**config.mk**
```make
export PLATFORM = sky130hd
export DESIGN_NAME = rpscc_top
export DESIGN_NICKNAME = d
export VERILOG_FILES = /design/src/verilog/rpscc_pkg.sv /design/src/verilog/rpscc_idle_tmr.sv /design/src/verilog/rpscc_lvl_filt.sv /design/src/verilog/rpscc_top.sv
export SDC_FILE = /design/constraint.sdc
export NUM_CORES = 1
export LEC_CHECK = 0
export ABC_CLOCK_PERIOD_IN_PS = 2000
export CAP_MARGIN = 15
export CORE_ASPECT_RATIO = 0.8
export CORE_MARGIN = 1
export CORE_UTILIZATION = 31
export DETAILED_ROUTE_END_ITERATION = 10
export DONT_BUFFER_PORTS = 1
export GPL_ROUTABILITY_DRIVEN = 0
export PLACE_DENSITY_LB_ADDON = 0.12
export SLEW_MARGIN = 20
export SYNTH_ARGS = -nofsm -noshare
export SYNTH_HDL_FRONTEND = slang
export SYNTH_SLANG_ARGS = --single-unit
```
**constraint.sdc**
```tcl
create_clock -name pclk -period 2 [get_ports pclk]
set_input_delay 0.4 -clock pclk [delete_from_list [all_inputs] [get_ports pclk]]
set_output_delay 0.4 -clock pclk [all_outputs]
set_load 0.01 [all_outputs]
```
**src/verilog/rpscc_pkg.sv**
```systemverilog
// Package for the port-select and conditioning controller of a redriver.
// Assumes a 20 MHz pclk; level codes arrive from ternary pin sensors.
package rpscc_pkg;

  // Clock and timing
  localparam int CLK_HZ = 20_000_000;
  localparam int T_RCFG_US = 3000; // Longest reconfiguration time, us
  localparam int RCFG_CYC = T_RCFG_US * (CLK_HZ / 1_000_000);
  localparam int SETTLE_US = 1000; // Pin debounce time, us
  localparam int SETTLE_CYC_DEF = SETTLE_US * (CLK_HZ / 1_000_000);
  localparam int T_IDLE_MS = 300; // Typical idle wait, ms
  localparam int T_IDLE_MAX_MS = 400; // Longest idle wait, ms
  localparam int IDLE_CYC_DEF = T_IDLE_MS * (CLK_HZ / 1000);
  localparam int CNT_W = 24;

  // Sensed pin levels
  localparam logic [1:0] LVL_LOW = 2'h0;
  localparam logic [1:0] LVL_OPEN = 2'h1;
  localparam logic [1:0] LVL_HIGH = 2'h2;

  // Launch emphasis codes
  localparam logic [2:0] DE_0DB = 3'h0;
  localparam logic [2:0] DE_M3P5 = 3'h1;
  localparam logic [2:0] DE_M3P9 = 3'h2;
  localparam logic [2:0] DE_M5P1 = 3'h3;
  localparam logic [2:0] DE_M5P3 = 3'h4;
  // Output swing codes
  localparam logic OS_900 = 1'h0;
  localparam logic OS_1100 = 1'h1;
  // Receive boost codes
  localparam logic [1:0] EQ_0DB = 2'h0;
  localparam logic [1:0] EQ_3DB = 2'h1;
  localparam logic [1:0] EQ_6DB = 2'h2;
  localparam logic [1:0] EQ_9DB = 2'h3;

  // Register map, byte addresses
  localparam int AW = 12;
  localparam logic [AW-1:0] A_CTRL = 12'h000;
  localparam logic [AW-1:0] A_STAT = 12'h004;
  localparam logic [AW-1:0] A_HCFG = 12'h008;
  localparam logic [AW-1:0] A_CCFG = 12'h00C;
  localparam logic [AW-1:0] A_EVT = 12'h010;
  localparam int CTRL_REDET = 0;
  localparam int EVT_W = 2;
  localparam logic [EVT_W-1:0] EVT_RST = 2'h0;

  typedef enum logic {ST_SAVE, ST_ACTIVE} rpscc_state_t;

  // Unknown sensor code reads as the floating level
  function automatic logic [1:0] rpscc_norm(input logic [1:0] l);
    return (l == LVL_LOW || l == LVL_HIGH) ? l : LVL_OPEN;
  endfunction

  // Host-bound settings {emphasis, swing, boost}
  function automatic logic [5:0] rpscc_host_cfg(input logic [1:0] a,
                                                input logic [1:0] b);
    case ({a, b})
      {LVL_LOW, LVL_LOW}: return {DE_M3P9, OS_1100, EQ_3DB};
      {LVL_LOW, LVL_OPEN}: return {DE_M3P5, OS_900, EQ_3DB};
      {LVL_LOW, LVL_HIGH}: return {DE_0DB, OS_1100, EQ_3DB};
      {LVL_OPEN, LVL_LOW}: return {DE_0DB, OS_900, EQ_3DB};
      {LVL_OPEN, LVL_OPEN}: return {DE_M3P9, OS_1100, EQ_0DB};
      {LVL_OPEN, LVL_HIGH}: return {DE_M3P5, OS_900, EQ_0DB};
      {LVL_HIGH, LVL_LOW}: return {DE_0DB, OS_1100, EQ_0DB};
      {LVL_HIGH, LVL_OPEN}: return {DE_0DB, OS_900, EQ_0DB};
      default: return {DE_M5P3, OS_1100, EQ_6DB};
    endcase
  endfunction

  // Connector-bound settings {emphasis, swing, boost}
  function automatic logic [5:0] rpscc_conn_cfg(input logic [1:0] a,
                                                input logic [1:0] b);
    case ({a, b})
      {LVL_LOW, LVL_LOW}: return {DE_M5P3, OS_1100, EQ_0DB};
      {LVL_LOW, LVL_OPEN}: return {DE_M3P9, OS_1100, EQ_0DB};
      {LVL_LOW, LVL_HIGH}: return {DE_M3P5, OS_900, EQ_0DB};
      {LVL_OPEN, LVL_LOW}: return {DE_M5P1, OS_900, EQ_0DB};
      {LVL_OPEN, LVL_OPEN}: return {DE_M3P9, OS_1100, EQ_6DB};
      {LVL_OPEN, LVL_HIGH}: return {DE_M3P5, OS_900, EQ_6DB};
      {LVL_HIGH, LVL_LOW}: return {DE_M5P3, OS_1100, EQ_6DB};
      {LVL_HIGH, LVL_OPEN}: return {DE_M5P1, OS_900, EQ_6DB};
      default: return {DE_M5P3, OS_1100, EQ_9DB};
    endcase
  endfunction

endpackage

```
**src/verilog/rpscc_idle_tmr.sv**
```systemverilog
// Idle interval timer: expires after the link stays idle long enough.
// Assumes run is a combinational level decoded in the pclk domain.
`timescale 1ns/1ns
module rpscc_idle_tmr
  import rpscc_pkg::*;
#(
  parameter int IDLE_CYC = IDLE_CYC_DEF
) (
  input wire logic pclk,
  input wire logic presetn,
  input wire logic run,
  output logic expired_r
);

  logic [CNT_W-1:0] cnt_r;
  wire logic at_end = (cnt_r == CNT_W'(IDLE_CYC - 1));

  // Count idle cycles, restart whenever the link wakes
  always_ff @(posedge pclk or negedge presetn) begin
    if (!presetn) begin
      cnt_r <= '0;
      expired_r <= 1'b0;
    end else if (!run) begin
      cnt_r <= '0;
      expired_r <= 1'b0;
    end else if (at_end) begin
      expired_r <= 1'b1;
    end else begin
      cnt_r <= cnt_r + CNT_W'(1);
    end
  end

  idle_wait_a: assert property (
    @(posedge pclk) disable iff (!presetn)
    $rose(expired_r) |-> $past(run) && $past(at_end))
    else $error("idle timer expired early");

endmodule // rpscc_idle_tmr

```
**src/verilog/rpscc_lvl_filt.sv**
```systemverilog
// Debounce filter for one sensed pin level.
// Assumes the level code is synchronous to pclk.
`timescale 1ns/1ns
module rpscc_lvl_filt
  import rpscc_pkg::*;
#(
  parameter int SETTLE_CYC = SETTLE_CYC_DEF,
  parameter logic [1:0] RST_LVL = LVL_OPEN
) (
  input wire logic pclk,
  input wire logic presetn,
  input wire logic [1:0] raw,
  output logic [1:0] lvl_r
);

  logic [1:0] cand_r;
  logic [CNT_W-1:0] cnt_r;
  wire logic stable = (raw == cand_r);
  wire logic done = (cnt_r == CNT_W'(SETTLE_CYC - 1));

  // Level is taken once it has held for the settle time
  always_ff @(posedge pclk or negedge presetn) begin
    if (!presetn) begin
      cand_r <= RST_LVL;
      cnt_r <= '0;
      lvl_r <= RST_LVL;
    end else if (!stable) begin
      cand_r <= raw;
      cnt_r <= '0;
    end else if (done) begin
      lvl_r <= cand_r;
    end else begin
      cnt_r <= cnt_r + CNT_W'(1);
    end
  end

  settle_guard_a: assert property (
    @(posedge pclk) disable iff (!presetn)
    (lvl_r != $past(lvl_r)) |-> $past(done) && $past(stable))
    else $error("level taken before settle time");

endmodule // rpscc_lvl_filt

```
**src/verilog/rpscc_top.sv**
```systemverilog
// Port-select, conditioning decode and power-state control of a
// two-port redriver switch, with an APB register slave.
// Assumes pin level codes and link sense inputs are synchronous to pclk.
`timescale 1ns/1ns

// Summary of operation
// - Select low: host pairs go to port 2, port 1 held high impedance.
// - Select high: host pairs go to port 1, port 2 held high impedance.
// - Host side, first pin low: decode emphasis, swing, boost per table.
// - Host side, first pin open: decode emphasis, swing, boost per table.
// - Host side, first pin high: decode emphasis, swing, boost per table.
// - Connector side, first pin low: decode settings per table.
// - Connector side, first pin open: decode settings per table.
// - Connector side, first pin high: decode settings per table.
// - Power state depends only on bus electrical sense, port select and the redetect command.
// - Active: carry data, termination indication on, no detection.
// - No link or idle link: power saving with detection circuits on.
// - Each configuration pin decodes as low, open or high.
// - Port select has two levels; open counts as low.
// - Wait the idle interval before entering power saving.
// - New conditioning settings apply within 3 ms of a pin change.
module rpscc_top
  import rpscc_pkg::*;
#(
  parameter int SETTLE_CYC = SETTLE_CYC_DEF,
  parameter int IDLE_CYC = IDLE_CYC_DEF
) (
  input wire logic pclk,
  input wire logic presetn,
  input wire logic psel,
  input wire logic penable,
  input wire logic pwrite,
  input wire logic [AW-1:0] paddr,
  input wire logic [31:0] pwdata,
  output logic [31:0] prdata,
  output logic pready,
  output logic pslverr,
  input wire logic [1:0] port_sel_lvl,
  input wire logic [1:0] host_side_cfg_a,
  input wire logic [1:0] host_side_cfg_b,
  input wire logic [1:0] conn_side_cfg_a,
  input wire logic [1:0] conn_side_cfg_b,
  input wire logic far_term_present,
  input wire logic rx_activity,
  output logic port1_pairs_en,
  output logic port2_pairs_en,
  output logic port1_hiz,
  output logic port2_hiz,
  output logic term_ind,
  output logic term_detect_en,
  output logic squelch_en,
  output logic active_state,
  output logic [2:0] host_launch_emphasis_level,
  output logic host_output_swing,
  output logic [1:0] host_receive_boost,
  output logic [2:0] conn_launch_emphasis_level,
  output logic conn_output_swing,
  output logic [1:0] conn_receive_boost
);

  logic [1:0] sel_lvl;
  logic [1:0] ha_lvl;
  logic [1:0] hb_lvl;
  logic [1:0] ca_lvl;
  logic [1:0] cb_lvl;
  logic sel_r;
  rpscc_state_t state_r;
  rpscc_state_t state_nxt;
  logic idle_exp;
  logic [EVT_W-1:0] evt_r;
  logic [EVT_W-1:0] evt_nxt;
  logic [5:0] host_set_r;
  logic [5:0] conn_set_r;

  // Debounced pin levels; the select pin rests low
  rpscc_lvl_filt #(.SETTLE_CYC(SETTLE_CYC), .RST_LVL(LVL_LOW)) u_sel (
    .pclk(pclk), .presetn(presetn), .raw(port_sel_lvl), .lvl_r(sel_lvl)
  );
  rpscc_lvl_filt #(.SETTLE_CYC(SETTLE_CYC), .RST_LVL(LVL_OPEN)) u_ha (
    .pclk(pclk), .presetn(presetn), .raw(rpscc_norm(host_side_cfg_a)),
    .lvl_r(ha_lvl)
  );
  rpscc_lvl_filt #(.SETTLE_CYC(SETTLE_CYC), .RST_LVL(LVL_OPEN)) u_hb (
    .pclk(pclk), .presetn(presetn), .raw(rpscc_norm(host_side_cfg_b)),
    .lvl_r(hb_lvl)
  );
  rpscc_lvl_filt #(.SETTLE_CYC(SETTLE_CYC), .RST_LVL(LVL_OPEN)) u_ca (
    .pclk(pclk), .presetn(presetn), .raw(rpscc_norm(conn_side_cfg_a)),
    .lvl_r(ca_lvl)
  );
  rpscc_lvl_filt #(.SETTLE_CYC(SETTLE_CYC), .RST_LVL(LVL_OPEN)) u_cb (
    .pclk(pclk), .presetn(presetn), .raw(rpscc_norm(conn_side_cfg_b)),
    .lvl_r(cb_lvl)
  );

  // Select decode: only a sensed high picks port 1
  wire logic sel_bit = (sel_lvl == LVL_HIGH);
  wire logic sel_chg = (sel_bit != sel_r);

  // Conditioning decode from the settled ternary levels
  wire logic [5:0] host_set_nxt = rpscc_host_cfg(ha_lvl, hb_lvl);
  wire logic [5:0] conn_set_nxt = rpscc_conn_cfg(ca_lvl, cb_lvl);

  // APB decode
  wire logic apb_acc = psel & penable & ~pready;
  wire logic apb_wr = psel & penable & pready & pwrite; // Lands with answer
  wire logic apb_rd = apb_acc & ~pwrite;
  wire logic hit_ctrl = (paddr == A_CTRL);
  wire logic hit_stat = (paddr == A_STAT);
  wire logic hit_hcfg = (paddr == A_HCFG);
  wire logic hit_ccfg = (paddr == A_CCFG);
  wire logic hit_evt = (paddr == A_EVT);
  wire logic hit_any = hit_ctrl | hit_stat | hit_hcfg | hit_ccfg | hit_evt;
  wire logic redetect = apb_wr & hit_ctrl & pwdata[CTRL_REDET];
  wire logic [EVT_W-1:0] evt_clr =
    (apb_wr & hit_evt) ? pwdata[EVT_W-1:0] : '0;

  // Read data mux; status shows the block's live state
  wire logic [31:0] rd_mux =
    hit_stat ? {28'h0000000, far_term_present, rx_activity, sel_r,
                state_r == ST_ACTIVE} :
    hit_hcfg ? {26'h0, host_set_r} :
    hit_ccfg ? {26'h0, conn_set_r} :
    hit_evt ? {30'h0, evt_r} :
    32'h00000000;

  // Idle covers no connection and an electrically idle link
  wire logic idle_run =
    (state_r == ST_ACTIVE) & ~(far_term_present & rx_activity);

  rpscc_idle_tmr #(.IDLE_CYC(IDLE_CYC)) u_idle (
    .pclk(pclk), .presetn(presetn), .run(idle_run), .expired_r(idle_exp)
  );

  // Power state choice from bus sense, select and the redetect command only
  always_comb begin
    state_nxt = state_r;
    case (state_r)
      ST_SAVE: begin
        if (!sel_chg && !redetect && far_term_present && rx_activity) begin
          state_nxt = ST_ACTIVE;
        end
      end
      ST_ACTIVE: begin
        if (sel_chg || redetect || idle_exp) begin
          state_nxt = ST_SAVE;
        end
      end
      default: state_nxt = ST_SAVE;
    endcase
  end

  // Sticky events: bit0 entered saving, bit1 entered active; set wins
  wire logic [EVT_W-1:0] evt_set = {
    (state_r == ST_SAVE) && (state_nxt == ST_ACTIVE),
    (state_r == ST_ACTIVE) && (state_nxt == ST_SAVE)};
  assign evt_nxt = (evt_r & ~evt_clr) | evt_set;

  // State, select and event registers
  always_ff @(posedge pclk or negedge presetn) begin
    if (!presetn) begin
      state_r <= ST_SAVE;
      sel_r <= 1'b0;
      evt_r <= EVT_RST;
    end else begin
      state_r <= state_nxt;
      sel_r <= sel_bit;
      evt_r <= evt_nxt;
    end
  end

  // Port routing; the unselected port stays high impedance
  always_ff @(posedge pclk or negedge presetn) begin
    if (!presetn) begin
      port1_pairs_en <= 1'b0;
      port2_pairs_en <= 1'b1;
      port1_hiz <= 1'b1;
      port2_hiz <= 1'b0;
    end else begin
      port1_pairs_en <= sel_bit;
      port1_hiz <= ~sel_bit;
      port2_pairs_en <= ~sel_bit;
      port2_hiz <= sel_bit;
    end
  end

  // Termination and detection controls per power state
  always_ff @(posedge pclk or negedge presetn) begin
    if (!presetn) begin
      term_ind <= 1'b0;
      term_detect_en <= 1'b1;
      squelch_en <= 1'b1;
      active_state <= 1'b0;
    end else if (state_nxt == ST_ACTIVE) begin
      term_ind <= 1'b1;
      term_detect_en <= 1'b0;
      squelch_en <= 1'b0;
      active_state <= 1'b1;
    end else begin
      term_ind <= far_term_present;
      term_detect_en <= 1'b1;
      squelch_en <= 1'b1;
      active_state <= 1'b0;
    end
  end

  // Conditioning outputs follow the settled pins
  always_ff @(posedge pclk or negedge presetn) begin
    if (!presetn) begin
      host_set_r <= {DE_M3P9, OS_1100, EQ_0DB};
      conn_set_r <= {DE_M3P9, OS_1100, EQ_6DB};
    end else begin
      host_set_r <= host_set_nxt;
      conn_set_r <= conn_set_nxt;
    end
  end

  assign host_launch_emphasis_level = host_set_r[5:3];
  assign host_output_swing = host_set_r[2];
  assign host_receive_boost = host_set_r[1:0];
  assign conn_launch_emphasis_level = conn_set_r[5:3];
  assign conn_output_swing = conn_set_r[2];
  assign conn_receive_boost = conn_set_r[1:0];

  // APB answer: one wait cycle, error on unmapped address
  always_ff @(posedge pclk or negedge presetn) begin
    if (!presetn) begin
      pready <= 1'b0;
      pslverr <= 1'b0;
      prdata <= 32'h00000000;
    end else begin
      pready <= apb_acc;
      pslverr <= apb_acc & ~hit_any;
      prdata <= apb_rd ? rd_mux : 32'h00000000;
    end
  end

  port_route_a: assert property (
    @(posedge pclk) disable iff (!presetn)
    !sel_r |-> port2_pairs_en && port1_hiz && !port1_pairs_en)
    else $error("select low did not route to port 2");

  port_one_a: assert property (
    @(posedge pclk) disable iff (!presetn)
    sel_r |-> port1_pairs_en && port2_hiz && !port2_pairs_en)
    else $error("select high did not route to port 1");

  host_decode_a: assert property (
    @(posedge pclk) disable iff (!presetn)
    (ha_lvl == LVL_LOW && hb_lvl == LVL_OPEN) |=>
      host_launch_emphasis_level == DE_M3P5 && host_output_swing == OS_900
      && host_receive_boost == EQ_3DB)
    else $error("host low-open decode wrong");

  host_high_a: assert property (
    @(posedge pclk) disable iff (!presetn)
    (ha_lvl == LVL_HIGH && hb_lvl == LVL_HIGH) |=>
      host_launch_emphasis_level == DE_M5P3 && host_receive_boost == EQ_6DB)
    else $error("host high-high decode wrong");

  conn_decode_a: assert property (
    @(posedge pclk) disable iff (!presetn)
    (ca_lvl == LVL_OPEN && cb_lvl == LVL_LOW) |=>
      conn_launch_emphasis_level == DE_M5P1 && conn_output_swing == OS_900
      && conn_receive_boost == EQ_0DB)
    else $error("connector open-low decode wrong");

  conn_high_a: assert property (
    @(posedge pclk) disable iff (!presetn)
    (ca_lvl == LVL_HIGH && cb_lvl == LVL_HIGH) |=>
      conn_receive_boost == EQ_9DB && conn_output_swing == OS_1100)
    else $error("connector high-high decode wrong");

  active_term_a: assert property (
    @(posedge pclk) disable iff (!presetn)
    (state_r == ST_ACTIVE) |-> term_ind && !term_detect_en && active_state)
    else $error("active state termination controls wrong");

  save_entry_a: assert property (
    @(posedge pclk) disable iff (!presetn)
    $fell(active_state) |-> $past(idle_exp) || $past(sel_chg)
      || $past(redetect))
    else $error("power saving entered without cause");

  save_detect_a: assert property (
    @(posedge pclk) disable iff (!presetn)
    (state_r == ST_SAVE) |-> term_detect_en && squelch_en)
    else $error("detection off while power saving");

  apb_answer_a: assert property (
    @(posedge pclk) disable iff (!presetn)
    (psel && penable && !pready) |=> pready ##1 !pready)
    else $error("apb answer not a single cycle pulse");

  host_low_a: assert property (
    @(posedge pclk) disable iff (!presetn)
    (ha_lvl == LVL_LOW && hb_lvl == LVL_LOW) |=>
      host_launch_emphasis_level == DE_M3P9 && host_output_swing == OS_1100
      && host_receive_boost == EQ_3DB)
    else $error("host low-low decode wrong");

  host_open_a: assert property (
    @(posedge pclk) disable iff (!presetn)
    (ha_lvl == LVL_OPEN && hb_lvl == LVL_LOW) |=>
      host_launch_emphasis_level == DE_0DB && host_output_swing == OS_900
      && host_receive_boost == EQ_3DB)
    else $error("host open-low decode wrong");

  conn_low_a: assert property (
    @(posedge pclk) disable iff (!presetn)
    (ca_lvl == LVL_LOW && cb_lvl == LVL_LOW) |=>
      conn_launch_emphasis_level == DE_M5P3 && conn_output_swing == OS_1100
      && conn_receive_boost == EQ_0DB)
    else $error("connector low-low decode wrong");

  sel_open_a: assert property (
    @(posedge pclk) disable iff (!presetn)
    (sel_lvl != LVL_HIGH) |=> !port1_pairs_en && port2_pairs_en)
    else $error("select not high still picked port 1");

  redet_exit_a: assert property (
    @(posedge pclk) disable iff (!presetn)
    (state_r == ST_ACTIVE && redetect) |=> !active_state)
    else $error("redetect did not leave active state");

  save_hold_a: assert property (
    @(posedge pclk) disable iff (!presetn)
    (state_r == ST_SAVE && !(far_term_present && rx_activity)) |=>
      !active_state)
    else $error("left power saving without bus activity");

  evt_sticky_a: assert property (
    @(posedge pclk) disable iff (!presetn)
    (evt_set != '0) |=> ($past(evt_set) & ~evt_r) == '0)
    else $error("state change event lost");

  slv_err_a: assert property (
    @(posedge pclk) disable iff (!presetn)
    (apb_acc && !hit_any) |=> pslverr && pready)
    else $error("unmapped access without error");

  rd_idle_a: assert property (
    @(posedge pclk) disable iff (!presetn)
    !pready |-> prdata == 32'h00000000)
    else $error("read data outside answer cycle");

endmodule // rpscc_top
```
Word-level counts from Yosys, hierarchy flattened:

Memory sizes are Yosys's and may differ from the RTL's. A register that Yosys moved wholly into a read port is not among the register bits.
Index checks and enable logic that the tools add are counted.

* register bits: 181
* memory bits (read-only): 192
* memories kept: 2
* input bits: 61
* logic and storage cells: 143

* bitwise logic cells: 25
* add/subtract/negate cells: 6
* reductions and logical operators: 25
* muxes and demuxes: 30
* equal/unequal tests: 28

Memories
* (no name shown): words 16, width 6, read ports 1, clocked after memory_dff 1, write ports 0, RTL line rpscc_pkg.sv:73 `case ({a, b})`
* (no name shown): words 16, width 6, read ports 1, clocked after memory_dff 1, write ports 0, RTL line rpscc_pkg.sv:57 `case ({a, b})`

Operator list (count)
* $mux W24: 12
* $add A24 B1 Y24 const B: 6
* $eq A24 B15 Y1 const B: 5
* $eq A12 B4 Y1 const B: 2
* $eq A24 B23 Y1 const B: 1
* $mux W6: 4
* $ne A2 B2 Y1 const B: 7
* $eq A12 B3 Y1 const B: 1
* $eq A12 B5 Y1 const B: 1
* $logic_not A12 Y1: 1
* $mux W2: 6
* $and A1 B1 Y1: 11
* $eq A2 B2 Y1: 5
* $eq A2 B2 Y1 const B: 5
* $reduce_and A2 Y1: 5
* $logic_not A2 Y1: 4
* $mux W1: 7
* $not A1 Y1: 7
* $logic_or A1 B1 Y1: 6
* $logic_and A1 B1 Y1: 5
* $logic_not A1 Y1: 4
* $or A1 B1 Y1: 4
* $and A2 B2 Y2: 1
* $not A2 Y2: 1
* 3 further kinds: 3

Logic depth before layout (Yosys ltp):

* word-level depth: 14
* gate-level depth with buffers: 7
* mapped depth without buffers: 6

Cells and area by module:

A second synthesis with hierarchy kept.

* cell total of the unflattened synthesis: 1012
* area total of the unflattened synthesis: 10171.0 sq um

Modules (own cells, without submodules)
* rpscc_lvl_filt (u_ca ...): instances 3, area each 1448.9 sq um, cells an instance 145
* rpscc_top: instances 1, area each 1595.3 sq um, cells an instance 163
* rpscc_lvl_filt (u_sel): instances 1, area each 1446.4 sq um, cells an instance 145
* rpscc_lvl_filt (u_cb): instances 1, area each 1408.9 sq um, cells an instance 141
* rpscc_idle_tmr: instances 1, area each 1373.8 sq um, cells an instance 128

Worst setup path after synthesis:

OpenSTA, ideal clock, no wires.

* path type: register to register
* start point: register u_ha.cnt_r[0]
* end point: register u_ha.lvl_r[1]
* setup slack: 0.187 ns
* arrival time: 1.688 ns
* cell stages (with the launch flop): 7
* buffers on the path: 0
* path through: dfrtp_1 ha_1 nor4b_1 and3_1 nand4_2 nor2_1 mux2_2

* cells in the longest elaborated chain, start to end: 2

Ends and longest elaborated chain
* start, declared: RTL line rpscc_lvl_filt.sv:17 `logic [CNT_W-1:0] cnt_r;`
* start signal, assigned: RTL line rpscc_lvl_filt.sv:33 `cnt_r <= cnt_r + CNT_W'(1);`
* $eq A24 B15 Y1: RTL line rpscc_lvl_filt.sv:19 `wire logic done = (cnt_r == CNT_W'(SETTLE_CYC - 1));`
* $reduce_and A2 Y1 (no line)
* end signal, assigned: RTL line rpscc_lvl_filt.sv:31 `lvl_r <= cand_r;`
* end, declared: RTL line rpscc_lvl_filt.sv:13 `output logic [1:0] lvl_r`

No other way between the ends.
A chain may end at the register's enable or synchronous reset.

Worst setup path after layout:

* start point: register u_sel.cnt_r[12]
* end point: register u_sel.lvl_r[1]

* cells in the longest elaborated chain, start to end: 2

Ends and longest elaborated chain (RTL line)
* start, declared: rpscc_lvl_filt.sv:17
* start signal, assigned: rpscc_lvl_filt.sv:33
* $eq A24 B15 Y1: rpscc_lvl_filt.sv:19
* $reduce_and A2 Y1 (no line)
* end signal, assigned: rpscc_lvl_filt.sv:31
* end, declared: rpscc_lvl_filt.sv:13

No other way between the ends.

==> summary.md <==
| Metric | Value |
|---|---|
| Status | `finished with violations` |
| Failing checks | `hold timing` |
| Worst Path Required | `2330 ps` |
| Post-Syn Area per Cell | `9.818 sq um` |
| Max Clock Freq | `540.4 MHz` |
| DRT Wirelength | `21.23 mm` |
| Post-layout util | `35.50%` |
| Largest net degree at the start of global routing | `192` |
| Initial antenna violation count | `0` |
| CP peak stage delay | `440 ps` |
| CTS root buf | `clkbuf_16` |
| First-pass GRT wire length | `35.35 mm` |
| Max clock buf depth | `2` |
| DP Area | `0.01023 sq mm` |
| Synth unique cells | `56` |
| TritonCTS buffer count | `17` |
| Starting density of the core | `31.71%` |
| Flop-to-flop setup slack | `150 ps` |
| Antenna Cells | `0` |
| Most frequent cells in the layout | `dfrtp_1, nor2_1, xor2_1, nand3_1, nand2_1` |
| Ys async rst share | `100.0%` |
| # fillers | `3181` |
| Layout Cell Area excl Fill | `0.01086 sq mm` |
| WP buf/inv | `0` |
| Pre-antenna DRT Iters | `4` |
| Number of port buffers | `0` |
| Fin crit share | `92.52%` |
| CP max stage cell | `dfrtp_1` |
| CTS tree | `built` |
| Post-CTS setup buffers | `0` |
| Detail Route Antenna Nets | `0` |
| Max Slew Vio Count | `0` |
| Post-synth EDFFs | `0` |
| Share of cells above drive strength 1 | `12.22%` |
| Setup TNS Final | `0 ps` |
| Vias in the first global route | `6512` |
| Hpwl dp | `14.68 mm` |
| HP Class | `input port to async pin` |
| Max Cap Viol | `0` |
| Synth Register Bits | `191` |
| Routed len/inst | `14.79 um` |
| Critical Setup Path Class | `flip-flop to flip-flop` |
| Hold Worst Slack | `-359.0 ps` |
| VDD IR max | `0.4408 mV` |
| Clock sinks | `191` |
| Hold Buf Count CTS | `6` |
| Hold Fails Final Rpt | `191` |
| Top FF cell, synth | `dfrtp_1` |
| CP max FO | `5` |
| Die Area | `0.03201 sq mm` |
| Initial DRC count | `331` |
| CP startpoint | `u_sel.cnt_r[12]` |
| Area added between synthesis and finish | `11.96%` |
| Shortest period the worst path allows | `1850 ps` |
| Most common cell after layout, fill and taps aside | `dfrtp_1` |
| Yosys warns | `0` |
| Worst-path clk slew | `80 ps` |
| Worst-path cell chain | `nor4b_1, nand4_1, nor3_1, mux2_2` |
| Crit-path leading delay family | `simple AND/OR/NAND/NOR gates` |
| Sequential share of the synthesized area | `49.46%` |
| # DRC | `0` |
| Lkg Pwr | `4.632 nW` |
| Synthesized area | `0.009701 sq mm` |
| Cells after Synth | `988` |
| Number of core rows | `57` |
| Worst Skew | `11.59 ps` |
| Die H | `160.2 um` |
| Vias per cell | `4.667` |
| CORE AREA | `0.03060 sq mm` |
| H-tree depth | `4` |
| Critical Path Start Type | `flip-flop` |
| Worst skew pair latency | `450 ps` |
| Final Net Count | `1083` |
| Io pins | `115` |
| WP data arrival | `2180 ps` |
| Vias | `6702` |
| Die W | `199.8 um` |
| GRT Util Overall | `14.24%` |
| Final setup fails | `0` |
| Remaining Overflow, GRT | `0` |
| Pwr Density | `704.5 mW/mm^2` |
| CP Capture Type | `flip-flop` |
| RSZ-0062 raised after global routing | `false` |
| Reg2Reg Launch Point | `u_sel.cnt_r[12]` |
[metal layers]
layer,wire (um),share of wire [%],up-vias,track usage [%]
met3,641,3.0,16,3.485
li1,-,-,3396,-
met5,0,0,-,0
met2,9396,44,62,20.39
met4,255,1.2,0,4.372
met1,10940,52,3228,20.89
[worst reg2reg max path: stages, from the launching register on]
cell,delay [ps]
dfrtp_1,440
nor4b_1,330
nand4_1,230
nor3_1,360
mux2_2,380
[timing repair]
item,CTS,global route
setup endpoints to repair,0,2
endpoints found under the hold margin,201,191
gates resized for setup,0,2
[path summary, 6_finish.rpt]
path                                        to  depth (start not counted)
worst max-delay path            u_sel.lvl_r[1]                          4
worst min-delay path            u_ca.cnt_r[20]                          0
worst min register to register  u_sel.lvl_r[0]                          1
worst max register to register  u_sel.lvl_r[1]                          4
max in group asynchronous        u_ha.lvl_r[0]                          0
min in group pclk               u_ha.cand_r[1]                          1
[area by class of cell]
cell class                 instances  area (sq um)  share of cell area (%)
inverter                          16         60.06                  0.5530
clock buffer                      17         425.4                   3.917
sequential                       191          4798                   44.18
multi-input combinational        740          4571                   42.09
tap                              413         516.7                   4.758
clock inverter                    15         143.9                   1.325
timing repair buffer              44         345.3                   3.180
[cell usage after synthesis (all sizes together) (9+ instances only)]
| master | n | area, sq um |
|---|---|---|
| dfrtp | 176 | 4404 |
| nor2 | 172 | 650.6 |
| xor2 | 86 | 753.2 |
| nand3 | 64 | 325.3 |
| nand2 | 61 | 234.0 |
| nand4 | 38 | 250.2 |
| buf | 37 | 277.8 |
| xnor2 | 37 | 324.1 |
| and3 | 29 | 181.4 |
| clkbuf | 29 | 110.1 |
| nor4 | 29 | 277.8 |
| nor3 | 25 | 130.1 |
| o21ai | 24 | 120.1 |
| a21oi | 19 | 95.09 |
| mux2 | 17 | 191.4 |
| inv | 16 | 60.06 |
| dfstp | 15 | 394.1 |
| and4 | 14 | 122.6 |
| ha | 12 | 150.1 |
| or3 | 11 | 68.82 |
| mux2i | 10 | 100.1 |
| a31oi | 9 | 56.30 |
[flip-flops by register name (all words and copies together) (netlist names), 5 cells and up]
register and cells:
u_idle.cnt_r 24, u_hb.cnt_r 24, u_cb.cnt_r 24, u_sel.cnt_r 24, prdata 6, u_ha.cnt_r 24, u_ca.cnt_r 24, host_set_r 5
conn_set_r 6
[metrics by stage]
stage | power (mW) | setup slack, ps | instances
after floorplan | 4.300 | 187.0 | 1013
after global placement | 4.343 | 131.7 | 1398
after detailed placement | 4.343 | 134.1 | 1398
after CTS | 7.812 | 127.6 | 1436
after global routing | 8.022 | 2.901 | 1436
final | 7.651 | 149.6 | 1436
[report_power, final]
group | switching, mW | internal (mW) | leakage [nW]
registers | 0.0605 | 3.92 | 2.57
clock network | 1.71 | 1.66 | 0.268
logic | 0.181 | 0.110 | 1.80
[cell families (layout without fill, tap and decap cells)]
group,Yosys count,count (layout),share of synthesized area [%]
DFF,191,191,49.46
buffers and inverters,82,92,4.617
and+or+nand+nor,482,482,25.98
muxes,27,27,3.005
adders and majority gates,12,12,1.548
other,1,26,0.03866
xor gates and xnor gates,123,123,11.11
AOI/OAI and AO/OA,70,70,4.244
Power figures use the tool's default switching activity.
